$ cat config.mk
export PLATFORM = sky130hd
export DESIGN_NAME = clk_delay_sync_regs
export DESIGN_NICKNAME = d
export VERILOG_FILES = /design/src/rtl/clk_delay_sync_pkg.sv /design/src/rtl/refclk_divider.sv /design/src/rtl/clk_delay_sync_regs.sv
export SDC_FILE = /design/constraint.sdc
export NUM_CORES = 1
export LEC_CHECK = 0
export ABC_CLOCK_PERIOD_IN_PS = 1300
export BUFFER_PORTS_ARGS = -buffer_cell sky130_fd_sc_hd__clkbuf_2
export CAP_MARGIN = 0
export CORE_MARGIN = 5
export CORE_UTILIZATION = 45
export DETAILED_ROUTE_END_ITERATION = 8
export GPL_TIMING_DRIVEN = 1
export PLACE_DENSITY = 0.85
export SLEW_MARGIN = 20
export SYNTH_ARGS = -nofsm -noshare
export SYNTH_HDL_FRONTEND = slang
export SYNTH_SLANG_ARGS = --single-unit
$ cat constraint.sdc
create_clock -name aclk -period 1.3 [get_ports aclk]
set_input_delay 0.13 -clock aclk [delete_from_list [all_inputs] [get_ports aclk]]
set_output_delay 0.13 -clock aclk [all_outputs]
set_load 0.05 [all_outputs]
$ cat src/rtl/clk_delay_sync_pkg.sv
// package of register map, field layout and reset values for the clock delay and sync register bank
package clk_delay_sync_pkg;
	localparam int reg_width = 16;
	localparam int reg_index_coarse = 12;
	localparam int reg_index_fine = 13;
	localparam int reg_index_sync = 14;
	localparam int reg_index_fixed = 15;
	localparam logic [7:0] addr_coarse = 8'h30;
	localparam logic [7:0] addr_fine = 8'h34;
	localparam logic [7:0] addr_sync = 8'h38;
	localparam logic [7:0] addr_fixed = 8'h3c;
	localparam logic [15:0] reset_coarse = 16'h0004;
	localparam logic [15:0] reset_fine = 16'h0000;
	localparam logic [15:0] reset_sync = 16'h0003;
	localparam logic [15:0] fixed_word = 16'h001d;
	localparam int coarse_lsb = 4;
	localparam int coarse_bits = 12;
	localparam int aperture_sel_bit = 3;
	localparam int duty_cycle_bit = 2;
	localparam int fine_lsb = 10;
	localparam int fine_bits = 6;
	localparam int refdly_lsb = 7;
	localparam int refdly_bits = 9;
	localparam int quad_bit = 6;
	localparam int phase_lsb = 3;
	localparam int secondary_bit = 2;
	localparam int out_disable_bit = 1;
	localparam int reset_block_bit = 0;
	localparam logic [11:0] coarse_max_code = 12'h097f;
	localparam logic [8:0] refdly_max_code = 9'h13f;
	localparam logic [15:0] coarse_write_mask = 16'hfffc;
	localparam logic [15:0] fine_write_mask = 16'hfc00;
	localparam logic [15:0] sync_write_mask = 16'hffdf;
	localparam logic [1:0] resp_okay = 2'b00;
	localparam logic [1:0] resp_slverr = 2'b10;
	typedef enum logic [1:0] {phase_0, phase_90, phase_180, phase_270} phase_type;
endpackage : clk_delay_sync_pkg

$ cat src/rtl/refclk_divider.sv
// reference clock output divider: sample clock divided by four, or by two in power save mode
module refclk_divider
(
	// clock and reset
	input wire logic aclk,
	input wire logic aresetn,
	// control
	input wire logic out_disable,
	input wire logic low_sample_power_save_mode,
	// outputs
	output logic reference_clock_output_1,
	output logic reference_clock_output_2
);
	logic [1:0] count_q;

	always_ff @(posedge aclk)
	begin
		if (!aresetn)
			count_q <= 2'h0;
		else
			count_q <= count_q + 2'h1;
	end

	// registered so both outputs switch on the same edge with no glitches
	always_ff @(posedge aclk)
	begin
		if (!aresetn || out_disable)
		begin
			reference_clock_output_1 <= 1'b0;
			reference_clock_output_2 <= 1'b0;
		end
		else
		begin
			reference_clock_output_1 <= low_sample_power_save_mode ? count_q[0] : count_q[1];
			reference_clock_output_2 <= low_sample_power_save_mode ? count_q[0] : count_q[1];
		end
	end

	out_quiet_a: assert property (@(posedge aclk) disable iff (!aresetn)
		out_disable |=> !reference_clock_output_1 && !reference_clock_output_2)
		else $error("reference outputs toggle while disabled");
endmodule : refclk_divider

$ cat src/rtl/clk_delay_sync_regs.sv
// axi4-lite register bank for aperture delay, duty cycle stabilizer and multi-device sync
//
// Implementation choice: the AXI4-Lite interface to the registers.
module clk_delay_sync_regs
(
	// clock and reset
	input wire logic aclk,
	input wire logic aresetn,
	// axi4-lite write address
	input wire logic [7:0] s_axi_awaddr,
	input wire logic s_axi_awvalid,
	output logic s_axi_awready,
	// axi4-lite write data
	input wire logic [31:0] s_axi_wdata,
	input wire logic [3:0] s_axi_wstrb,
	input wire logic s_axi_wvalid,
	output logic s_axi_wready,
	// axi4-lite write response
	output logic [1:0] s_axi_bresp,
	output logic s_axi_bvalid,
	input wire logic s_axi_bready,
	// axi4-lite read address
	input wire logic [7:0] s_axi_araddr,
	input wire logic s_axi_arvalid,
	output logic s_axi_arready,
	// axi4-lite read data
	output logic [31:0] s_axi_rdata,
	output logic [1:0] s_axi_rresp,
	output logic s_axi_rvalid,
	input wire logic s_axi_rready,
	// device status inputs
	input wire logic low_sample_power_save_mode,
	input wire logic data_clock_reset_input,
	// aperture delay controls
	output logic [11:0] coarse_delay_applied,
	output logic [5:0] fine_delay_applied,
	output logic duty_cycle_correct_en,
	// sync controls
	output logic [8:0] refclk_delay_applied,
	output logic [1:0] refclk_phase_select,
	output logic dual_edge_quadrature_mode,
	output logic secondary_sync_en,
	output logic data_clock_reset_pulse,
	output logic reference_clock_output_1,
	output logic reference_clock_output_2
);
	logic [15:0] coarse_q;
	logic [15:0] fine_q;
	logic [15:0] sync_q;
	logic [7:0] awaddr_q;
	logic aw_held_q;
	logic [31:0] wdata_q;
	logic [3:0] wstrb_q;
	logic w_held_q;
	logic do_write;
	logic [1:0] pss_sync_q;
	logic [1:0] rst_sync_q;
	logic rst_prev_q;

	function automatic logic [15:0] merge(input logic [15:0] old, input logic [31:0] data,
		input logic [3:0] strb, input logic [15:0] mask);
		logic [15:0] v;
		v = old;
		if (strb[0])
			v[7:0] = data[7:0];
		if (strb[1])
			v[15:8] = data[15:8];
		merge = (v & mask) | (old & ~mask);
	endfunction : merge

	function automatic logic mapped(input logic [7:0] a);
		mapped = (a == clk_delay_sync_pkg::addr_coarse) || (a == clk_delay_sync_pkg::addr_fine)
			|| (a == clk_delay_sync_pkg::addr_sync) || (a == clk_delay_sync_pkg::addr_fixed);
	endfunction : mapped

	// address and data are held separately so they may arrive in either order
	assign s_axi_awready = !aw_held_q && !s_axi_bvalid;
	assign s_axi_wready = !w_held_q && !s_axi_bvalid;
	assign do_write = aw_held_q && w_held_q && !s_axi_bvalid;

	always_ff @(posedge aclk)
	begin
		if (!aresetn)
		begin
			aw_held_q <= 1'b0;
			awaddr_q <= 8'h00;
		end
		else if (s_axi_awvalid && s_axi_awready)
		begin
			aw_held_q <= 1'b1;
			awaddr_q <= s_axi_awaddr;
		end
		else if (do_write)
			aw_held_q <= 1'b0;
	end

	always_ff @(posedge aclk)
	begin
		if (!aresetn)
		begin
			w_held_q <= 1'b0;
			wdata_q <= 32'h0000_0000;
			wstrb_q <= 4'h0;
		end
		else if (s_axi_wvalid && s_axi_wready)
		begin
			w_held_q <= 1'b1;
			wdata_q <= s_axi_wdata;
			wstrb_q <= s_axi_wstrb;
		end
		else if (do_write)
			w_held_q <= 1'b0;
	end

	always_ff @(posedge aclk)
	begin
		if (!aresetn)
		begin
			s_axi_bvalid <= 1'b0;
			s_axi_bresp <= clk_delay_sync_pkg::resp_okay;
		end
		else if (do_write)
		begin
			s_axi_bvalid <= 1'b1;
			// the fixed word answers okay but keeps its pattern
			s_axi_bresp <= mapped(awaddr_q) ? clk_delay_sync_pkg::resp_okay : clk_delay_sync_pkg::resp_slverr;
		end
		else if (s_axi_bready)
			s_axi_bvalid <= 1'b0;
	end

	// reserved bits are masked so a careless write cannot disturb them
	always_ff @(posedge aclk)
	begin
		if (!aresetn)
			coarse_q <= clk_delay_sync_pkg::reset_coarse;
		else if (do_write && awaddr_q == clk_delay_sync_pkg::addr_coarse)
			coarse_q <= merge(coarse_q, wdata_q, wstrb_q, clk_delay_sync_pkg::coarse_write_mask);
	end

	always_ff @(posedge aclk)
	begin
		if (!aresetn)
			fine_q <= clk_delay_sync_pkg::reset_fine;
		else if (do_write && awaddr_q == clk_delay_sync_pkg::addr_fine)
			fine_q <= merge(fine_q, wdata_q, wstrb_q, clk_delay_sync_pkg::fine_write_mask);
	end

	always_ff @(posedge aclk)
	begin
		if (!aresetn)
			sync_q <= clk_delay_sync_pkg::reset_sync;
		else if (do_write && awaddr_q == clk_delay_sync_pkg::addr_sync)
			sync_q <= merge(sync_q, wdata_q, wstrb_q, clk_delay_sync_pkg::sync_write_mask);
	end

	// the fixed word has no storage, so writes to it have no effect
	always_ff @(posedge aclk)
	begin
		if (!aresetn)
		begin
			s_axi_rvalid <= 1'b0;
			s_axi_rdata <= 32'h0000_0000;
			s_axi_rresp <= clk_delay_sync_pkg::resp_okay;
		end
		else if (s_axi_arvalid && s_axi_arready)
		begin
			s_axi_rvalid <= 1'b1;
			s_axi_rresp <= clk_delay_sync_pkg::resp_okay;
			unique case (s_axi_araddr)
				clk_delay_sync_pkg::addr_coarse: s_axi_rdata <= {16'h0000, coarse_q};
				clk_delay_sync_pkg::addr_fine: s_axi_rdata <= {16'h0000, fine_q};
				clk_delay_sync_pkg::addr_sync: s_axi_rdata <= {16'h0000, sync_q};
				clk_delay_sync_pkg::addr_fixed: s_axi_rdata <= {16'h0000, clk_delay_sync_pkg::fixed_word};
				default:
				begin
					s_axi_rdata <= 32'h0000_0000;
					s_axi_rresp <= clk_delay_sync_pkg::resp_slverr;
				end
			endcase
		end
		else if (s_axi_rready)
			s_axi_rvalid <= 1'b0;
	end

	assign s_axi_arready = !s_axi_rvalid;

	// aperture delay decode
	logic [11:0] coarse_code;
	logic [5:0] fine_code;
	logic aperture_sel;
	assign coarse_code = coarse_q[clk_delay_sync_pkg::coarse_lsb +: clk_delay_sync_pkg::coarse_bits];
	assign fine_code = fine_q[clk_delay_sync_pkg::fine_lsb +: clk_delay_sync_pkg::fine_bits];
	assign aperture_sel = coarse_q[clk_delay_sync_pkg::aperture_sel_bit];

	always_ff @(posedge aclk)
	begin
		if (!aresetn)
		begin
			coarse_delay_applied <= 12'h000;
			fine_delay_applied <= 6'h00;
			duty_cycle_correct_en <= 1'b1;
		end
		else
		begin
			if (!aperture_sel)
				coarse_delay_applied <= 12'h000;
			else if (coarse_code > clk_delay_sync_pkg::coarse_max_code)
				coarse_delay_applied <= clk_delay_sync_pkg::coarse_max_code;
			else
				coarse_delay_applied <= coarse_code;
			fine_delay_applied <= aperture_sel ? fine_code : 6'h00;
			duty_cycle_correct_en <= coarse_q[clk_delay_sync_pkg::duty_cycle_bit];
		end
	end

	// sync decode
	logic [8:0] refdly_code;
	assign refdly_code = sync_q[clk_delay_sync_pkg::refdly_lsb +: clk_delay_sync_pkg::refdly_bits];

	always_ff @(posedge aclk)
	begin
		if (!aresetn)
		begin
			refclk_delay_applied <= 9'h000;
			refclk_phase_select <= 2'b00;
			dual_edge_quadrature_mode <= 1'b0;
			secondary_sync_en <= 1'b0;
		end
		else
		begin
			refclk_delay_applied <= (refdly_code >= clk_delay_sync_pkg::refdly_max_code)
				? clk_delay_sync_pkg::refdly_max_code : refdly_code;
			refclk_phase_select <= sync_q[clk_delay_sync_pkg::phase_lsb +: 2];
			dual_edge_quadrature_mode <= sync_q[clk_delay_sync_pkg::quad_bit];
			secondary_sync_en <= sync_q[clk_delay_sync_pkg::secondary_bit];
		end
	end

	// pin inputs pass two flip-flops before use
	always_ff @(posedge aclk)
	begin
		if (!aresetn)
		begin
			pss_sync_q <= 2'b00;
			rst_sync_q <= 2'b00;
			rst_prev_q <= 1'b0;
		end
		else
		begin
			pss_sync_q <= {pss_sync_q[0], low_sample_power_save_mode};
			rst_sync_q <= {rst_sync_q[0], data_clock_reset_input};
			rst_prev_q <= rst_sync_q[1];
		end
	end

	always_ff @(posedge aclk)
	begin
		if (!aresetn)
			data_clock_reset_pulse <= 1'b0;
		else
			data_clock_reset_pulse <= rst_sync_q[1] && !rst_prev_q
				&& !sync_q[clk_delay_sync_pkg::reset_block_bit];
	end

	refclk_divider refclk_divider_i
	(
		.aclk(aclk),
		.aresetn(aresetn),
		.out_disable(sync_q[clk_delay_sync_pkg::out_disable_bit]),
		.low_sample_power_save_mode(pss_sync_q[1]),
		.reference_clock_output_1(reference_clock_output_1),
		.reference_clock_output_2(reference_clock_output_2)
	);

	// decoded controls trail the register by one cycle
	coarse_sat_a: assert property (@(posedge aclk) disable iff (!aresetn)
		coarse_delay_applied <= clk_delay_sync_pkg::coarse_max_code)
		else $error("coarse delay above maximum");
	coarse_cap_a: assert property (@(posedge aclk) disable iff (!aresetn)
		(aperture_sel && coarse_code >= 12'h0980) |=> coarse_delay_applied == 12'h097f)
		else $error("coarse delay not held at maximum");
	coarse_track_a: assert property (@(posedge aclk) disable iff (!aresetn)
		(aperture_sel && coarse_code < 12'h0980) |=> coarse_delay_applied == $past(coarse_code))
		else $error("coarse delay does not follow code");
	aperture_on_a: assert property (@(posedge aclk) disable iff (!aresetn)
		(aperture_sel && coarse_code != 12'h000) |=> coarse_delay_applied != 12'h000)
		else $error("coarse delay missing while aperture adjust on");
	aperture_off_a: assert property (@(posedge aclk) disable iff (!aresetn)
		!aperture_sel |=> coarse_delay_applied == 12'h000 && fine_delay_applied == 6'h00)
		else $error("delay applied while aperture adjust off");
	fine_track_a: assert property (@(posedge aclk) disable iff (!aresetn)
		aperture_sel |=> fine_delay_applied == $past(fine_code))
		else $error("fine delay does not follow code");
	refdly_sat_a: assert property (@(posedge aclk) disable iff (!aresetn)
		refdly_code >= 9'h13f |=> refclk_delay_applied == 9'h13f)
		else $error("reference delay not saturated");
	refdly_track_a: assert property (@(posedge aclk) disable iff (!aresetn)
		refdly_code < 9'h13f |=> refclk_delay_applied == $past(refdly_code))
		else $error("reference delay does not follow code");
	refdly_cap_a: assert property (@(posedge aclk) disable iff (!aresetn)
		refclk_delay_applied <= 9'h13f)
		else $error("reference delay above maximum");
	fixed_word_a: assert property (@(posedge aclk) disable iff (!aresetn)
		(s_axi_arvalid && s_axi_arready && s_axi_araddr == 8'h3c) |=> s_axi_rdata == 32'h0000_001d)
		else $error("fixed word read wrong");
	fixed_resp_a: assert property (@(posedge aclk) disable iff (!aresetn)
		(s_axi_arvalid && s_axi_arready && s_axi_araddr == 8'h3c) |=> s_axi_rresp == 2'b00)
		else $error("fixed word read refused");
	coarse_resv_a: assert property (@(posedge aclk) disable iff (!aresetn)
		coarse_q[1:0] == 2'b00)
		else $error("coarse reserved bits set");
	reset_block_a: assert property (@(posedge aclk) disable iff (!aresetn)
		sync_q[0] |=> !data_clock_reset_pulse)
		else $error("data clock reset while blocked");
	pulse_enable_a: assert property (@(posedge aclk) disable iff (!aresetn)
		(rst_sync_q[1] && !rst_prev_q && !sync_q[0]) |=> data_clock_reset_pulse)
		else $error("data clock reset edge lost");
	pulse_single_a: assert property (@(posedge aclk) disable iff (!aresetn)
		data_clock_reset_pulse |=> !data_clock_reset_pulse)
		else $error("data clock reset pulse too long");
	role_follow_a: assert property (@(posedge aclk) disable iff (!aresetn)
		1'b1 |=> secondary_sync_en == $past(sync_q[2]) && refclk_phase_select == $past(sync_q[4:3]))
		else $error("sync role or phase not applied");
	quad_follow_a: assert property (@(posedge aclk) disable iff (!aresetn)
		1'b1 |=> dual_edge_quadrature_mode == $past(sync_q[6]))
		else $error("quadrature mode not applied");
	duty_follow_a: assert property (@(posedge aclk) disable iff (!aresetn)
		1'b1 |=> duty_cycle_correct_en == $past(coarse_q[2]))
		else $error("duty cycle enable not applied");
	refout_pair_a: assert property (@(posedge aclk) disable iff (!aresetn)
		reference_clock_output_1 == reference_clock_output_2)
		else $error("reference outputs differ");

	// a full write lands as written, less only the reserved bits
	coarse_write_a: assert property (@(posedge aclk) disable iff (!aresetn)
		(do_write && awaddr_q == 8'h30 && wstrb_q[1:0] == 2'b11) |=> coarse_q[15:2] == $past(wdata_q[15:2]))
		else $error("coarse write not stored");
	fine_write_a: assert property (@(posedge aclk) disable iff (!aresetn)
		(do_write && awaddr_q == 8'h34 && wstrb_q[1]) |=> fine_q[15:10] == $past(wdata_q[15:10]))
		else $error("fine write not stored");
	sync_write_a: assert property (@(posedge aclk) disable iff (!aresetn)
		(do_write && awaddr_q == 8'h38 && wstrb_q[1:0] == 2'b11)
		|=> sync_q[15:6] == $past(wdata_q[15:6]) && sync_q[4:0] == $past(wdata_q[4:0]))
		else $error("sync write not stored");
	fixed_nowrite_a: assert property (@(posedge aclk) disable iff (!aresetn)
		(do_write && awaddr_q == 8'h3c) |=> $stable(coarse_q) && $stable(fine_q) && $stable(sync_q))
		else $error("write to fixed word changed a register");
endmodule : clk_delay_sync_regs

Word level (Yosys, flattened, before mapping)
Cells that the tools add are included.
{"block": "word_totals", "word_cells": 103, "in_bits": 61, "reg_bits": 155, "output_inout_bits": 76}
{"block": "op_classes", "n_eq_ne": 8, "n_mux": 28, "reduce_logical": 31, "magnitude_cmp": 2, "n_addsub": 1, "bitwise_logic": 5}
{"cell": "two-way mux 8 bit", "n": 15}
{"cell": "== test 8 x 6 -> 1 bit, second input constant", "n": 8}
{"cell": "case mux 16 bit (4 select lines)", "n": 1}
{"cell": "bitwise OR 16 x 10 -> 16 bit", "n": 1}
{"cell": "bitwise OR 16 x 2 -> 16 bit", "n": 1}
{"cell": "bitwise OR 16 x 6 -> 16 bit", "n": 1}
{"cell": "greater-than comparator 12 bit, second input constant", "n": 1}
{"cell": "logical AND 1 bit", "n": 12}
{"cell": "two-way mux 12 bit", "n": 1}
{"cell": "greater-or-equal comparator 9 bit, second input constant", "n": 1}
{"cell": "two-way mux 9 bit", "n": 1}
{"cell": "two-way mux 1 bit", "n": 8}
{"cell": "nonzero test 2 bit", "n": 4}
{"cell": "logical NOT 1 bit", "n": 7}
{"cell": "logical OR 1 bit", "n": 4}
{"cell": "two-way mux 2 bit", "n": 2}
{"cell": "OR reduction 4 bit", "n": 1}
{"cell": "OR reduction 3 bit", "n": 1}
{"cell": "adder 2 x 1 -> 2 bit, second input constant", "n": 1}
{"cell": "NOT 1 bit", "n": 2}
{"cell": "AND reduction 2 bit", "n": 1}
{"cell": "OR reduction 2 bit", "n": 1}

Longest topological paths before layout
{"block": "depth", "depth_word": 6, "ltp_mapped": 6, "depth_no_buf": 4}

Modules after synthesis
Synthesis repeated with hierarchy kept, for this count alone.
{"block": "hier_totals", "hier_cells": 501, "hier_area_um2": 4609.4}
{"module": "clk_delay_sync_regs", "seq_area_each_um2": 2422.3, "instances": 1, "cells_per_inst": 492, "area_per_inst_um2": 4495.6}
{"module": "refclk_divider", "seq_area_each_um2": 60.1, "instances": 1, "cells_per_inst": 9, "area_per_inst_um2": 113.9}

Worst setup path after synthesis
OpenSTA, ideal clock, no wires.
{"block": "synth_path", "path_type": "reg-to-reg", "startpoint": "register s_axi_bvalid", "endpoint": "register wdata_q[10]", "stages_incl_launch_ff": 6, "setup_time_ns": 0.122, "arrival_time_ns": 1.966, "required_ns": 1.178, "period_less_slack_ns": 2.088, "n_path_buf": 1, "path_slack_ns": -0.788, "path_cell_list": "dfxtp_1 nor2_1 nand2_1 buf_2 nand2_1 a21boi_0"}
{"block": "synth_between", "elab_chain_len": 3}
{"element": "start: declaration", "line": "clk_delay_sync_regs.sv:20", "text": "output logic s_axi_bvalid,"}
{"element": "start signal: assignment", "line": "clk_delay_sync_regs.sv:119", "text": "s_axi_bvalid <= 1'b0;"}
{"element": "start signal: assignment", "line": "clk_delay_sync_regs.sv:124", "text": "s_axi_bvalid <= 1'b1;"}
{"element": "start signal: assignment", "line": "clk_delay_sync_regs.sv:129", "text": "s_axi_bvalid <= 1'b0;"}
{"element": "logical NOT 1 bit", "line": "clk_delay_sync_regs.sv:78", "text": "assign s_axi_wready = !w_held_q && !s_axi_bvalid;"}
{"element": "logical AND 1 bit", "line": "clk_delay_sync_regs.sv:78"}
{"element": "net s_axi_wready", "line": "clk_delay_sync_regs.sv:17", "text": "output logic s_axi_wready,"}
{"element": "logical AND 1 bit", "line": "clk_delay_sync_regs.sv:105", "text": "else if (s_axi_wvalid && s_axi_wready)"}
{"element": "end signal: assignment", "line": "clk_delay_sync_regs.sv:108", "text": "wdata_q <= s_axi_wdata;"}
{"element": "end: declaration", "line": "clk_delay_sync_regs.sv:52", "text": "logic [31:0] wdata_q;"}
The timed path passes the listed nets, and every way through them passes these cells.
A chain may end at the register's enable or synchronous reset.

Final worst setup path
{"block": "layout_path", "startpoint": "register awaddr_q[0]", "endpoint": "register sync_q[7]"}
{"block": "layout_between", "elab_chain_len": 2}
{"element": "start: declaration", "line": "clk_delay_sync_regs.sv:50", "text": "logic [7:0] awaddr_q;"}
{"element": "start signal: assignment", "line": "clk_delay_sync_regs.sv:91", "text": "awaddr_q <= s_axi_awaddr;"}
{"element": "== test 8 x 6 -> 1 bit", "line": "clk_delay_sync_regs.sv:153", "text": "else if (do_write && awaddr_q == clk_delay_sync_pkg::addr_sync)"}
{"element": "logical AND 1 bit", "line": "clk_delay_sync_regs.sv:153"}
{"element": "end signal: assignment", "line": "clk_delay_sync_regs.sv:152", "text": "sync_q <= clk_delay_sync_pkg::reset_sync;"}
{"element": "end signal: assignment", "line": "clk_delay_sync_regs.sv:154", "text": "sync_q <= merge(sync_q, wdata_q, wstrb_q, clk_delay_sync_pkg::sync_write_mask);"}
{"element": "end: declaration", "line": "clk_delay_sync_regs.sv:49", "text": "logic [15:0] sync_q;"}
No other way between the ends.

==> qor.yml <==
die-area_sq_um: 12800
vias_per_cell: 5.14
drt_iter0_drc: 151
placement_rows: 37
routedWlPerCell_um: 16.3
dpl_cell_area_sq_um: 5640
via_count: 4155
hold_viol_final: 0
htreeDepth: 4
seq_area_sq_um: 2490
period_needed_ns: 1.40
num_antenna_cells: 0
start_kind: "flip-flop"
cts_sinks: 124
drc: 0
core_area_sq_um: 10400
yosysTopAreaCell: "dfxtp_1"
worst_ep_arrival_time_ns: 1.80
synth_ff_type: "dfxtp_1"
holdWs_ns: 0.0314
cts_tree: "yes"
fin_crit_sh_pct: 108
antenna_found_initial: 0
cts_made_buffers: 17
drv_slew: 0
synth_edf_count: 0
grt_pass1_vias: 4281
fin_nets: 721
power_mw: 9.42
setup_violations: 34
port_buffers: 100
ant_nets: 0
cap_violations: 0
yosysTopAreaCellShare_pct: 51.8
finClkSkew_ns: 0.00555
yosysSeqAreaShare_pct: 51.8
grt_max_degree: 29
floorplan.initialDensity_pct: 46.2
die_w_um: 113
grt-ovfl-total: 0
areaGrowthSynthToFinish_pct: 45.9
die_y_um: 113
syn_area_sq_um: 4790
multiInputGateArea_sq_um: 2360
max_freq_ghz: 0.714
drive_gt1_share_pct: 40.5
crit_type: "flip-flop to flip-flop"
worstSkewPairLatency_ns: 0.51
totalWireLength_um: 13200
clkSlewWorstSetupHoldPaths_ns: 0.06
worstPathMaxFanout: 10
ios: 137
dr.pass1.iters: 4
nFillCells: 745
dp_hpwl_um: 8650
status: "finished with violations"
vdd_drop_max_mv: 0.686
track_usage_pct: 20.5
grt_pass1_wl_um: 20900
hold_path.class: "input pin to flip-flop"
routabilityCongestion: 0.876
async_reset_ff_share_pct: 0
syn_area_per_cell_sq_um: 9.63
powerDensity_nw_per_um2: 1350
synthDistinctLibCells: 41
root_buffer: "clkbuf_8"
synth_cells: 497
fin_area_sq_um: 6990
end_kind: "flip-flop"
cp.required_ns: 1.70
yosys-top-cells-area: "dfxtp_1 (52%), nand2_1 (7.2%), a21boi_0 (4.7%)"
clk_path_buf_depth: 2
fin_ws_ns: -0.0996
rsz0062_at_grt: "yes"
failed_checks: "negative setup slack"
yosys_register_bits: 124
leakagePower_nw: 2.96
yosys_warnings: 0
-- per-layer routing --
layer  global-route usage [%]  share of wire [%]  vias up
li1                         -                  -     2006
met1                     23.0                 40     1999
met2                     36.1                 52      121
met3                     6.52                6.2       29
met4                     8.17                2.3        0
met5                        0                  0        -
-- final timing paths --
check	cells after the start	start	end	slack, ns
setup / recovery	6	awaddr_q[0]$_SDFFE_PN0P_	sync_q[7]$_SDFFE_PN0P_	-0.1
hold / removal	3	s_axi_awvalid	aw_held_q$_SDFFE_PN0P_	0.03
hold reg to reg	1	rst_prev_q$_SDFF_PN0_	data_clock_reset_pulse$_SDFF_PN0_	0.43
setup reg to reg	6	awaddr_q[0]$_SDFFE_PN0P_	sync_q[7]$_SDFFE_PN0P_	-0.1
-- flip-flops by register name, summed over array words and instances (netlist names), 6 cells and up --
name and flops:
coarse_delay_applied 12, s_axi_rdata 16, sync_q 15, fine_q 6
fine_delay_applied 6, refclk_delay_applied 9, wdata_q 16, awaddr_q 8
coarse_q 14
-- what timing repair did --
item / in CTS / in global routing
endpoints found under the hold margin: 30 / 0
endpoints found under the setup margin: 47 / 76
setup buffers: 8 / 4
hold buffers: 31 / 0
cloned: 2 / 3
resized for setup: 39 / 84
pin swaps: 11 / 26
-- through the flow --
step,instances,TNS [ns],worst slack (ns),utilization [%]
3_5_place_dp,731,-0.548,-0.0532,54.3
4_1_cts,803,-1.90,-0.122,65.1
3_3_place_gp,731,-0.117,-0.0268,54.3
6_report,808,-2.40,-0.0996,67.4
2_1_floorplan,514,-0.928,-0.0851,-
5_1_grt,808,-4.12,-0.136,67.4
-- worst max-delay path: stages, from the launching register on --
cell      delay [ns]
dfxtp_2         0.31
and4bb_4        0.39
buf_6           0.12
nand4_4         0.14
buf_12          0.20
nand3_2         0.06
o21ai_1         0.06
-- layout by cell type (no fill, tap or decap), drive strengths merged --
cell type,instances
clkinv,4
dlygate4sd3,31
nor2,23
clkinvlp,1
nor3b,8
o211a,2
nand2b,4
nand4,7
buf,58
nor4b,1
a32o,7
o21ai,41
and4bb,1
a21boi,33
and2,13
mux2,4
o2111ai,3
xor2,1
bufinv,3
dfxtp,124
a211oi,1
clkbuf,112
conb,18
a32oi,2
inv,2
and3,8
a22oi,1
o21a,9
and3b,6
nor2b,10
mux2i,10
and4,1
nand3,29
nand2,92
a31oi,2
-- synth_stat cells, types with 2 or more instances --
| library cell | instances |
|---|---|
| a21boi_1 | 3 |
| o21ai_0 | 11 |
| o21ai_2 | 15 |
| buf_6 | 7 |
| nand4_4 | 4 |
| nand3_2 | 2 |
| and3_1 | 8 |
| and3b_1 | 6 |
| nor3b_1 | 8 |
| o211a_1 | 2 |
| nand2_1 | 92 |
| mux2_2 | 4 |
| a31oi_1 | 2 |
| buf_2 | 10 |
| mux2i_1 | 10 |
| a32o_1 | 7 |
| nand3_1 | 27 |
| o21ai_1 | 15 |
| a21boi_0 | 30 |
| nand2b_1 | 4 |
| buf_1 | 4 |
| clkbuf_1 | 10 |
| dfxtp_1 | 124 |
| nor2_1 | 22 |
| o2111ai_1 | 3 |
| a32oi_1 | 2 |
| nor2b_1 | 10 |
| inv_1 | 2 |
| buf_4 | 21 |
| o21a_1 | 9 |
| and2_1 | 13 |
-- report_power, final --
part           switching, mW  total [mW]  internal [mW]
registers             0.0578        3.94           3.89
clock network           1.57        4.51           2.94
logic                  0.555       0.957          0.402
-- layout make-up --
cell class / instances / share of cell area [%]
clock buffer: 23 / 6.39
inverter: 2 / 0.107
sequential: 124 / 35.7
multi-input combinational: 337 / 33.7
timing repair buffer: 178 / 20.0
clock inverter: 8 / 1.68
tap: 136 / 2.44
-- cell families after synthesis --
logic type / synth area share [%]
AOI/OAI and AO/OA: 15.4
xor gates and xnor gates: 0.183
buffers and inverters: 7.24
DFF: 51.8
muxes: 3.03
other: 0.0783
and+or+nand+nor: 22.2
Note: power is estimated with default switching activity, not from simulation.
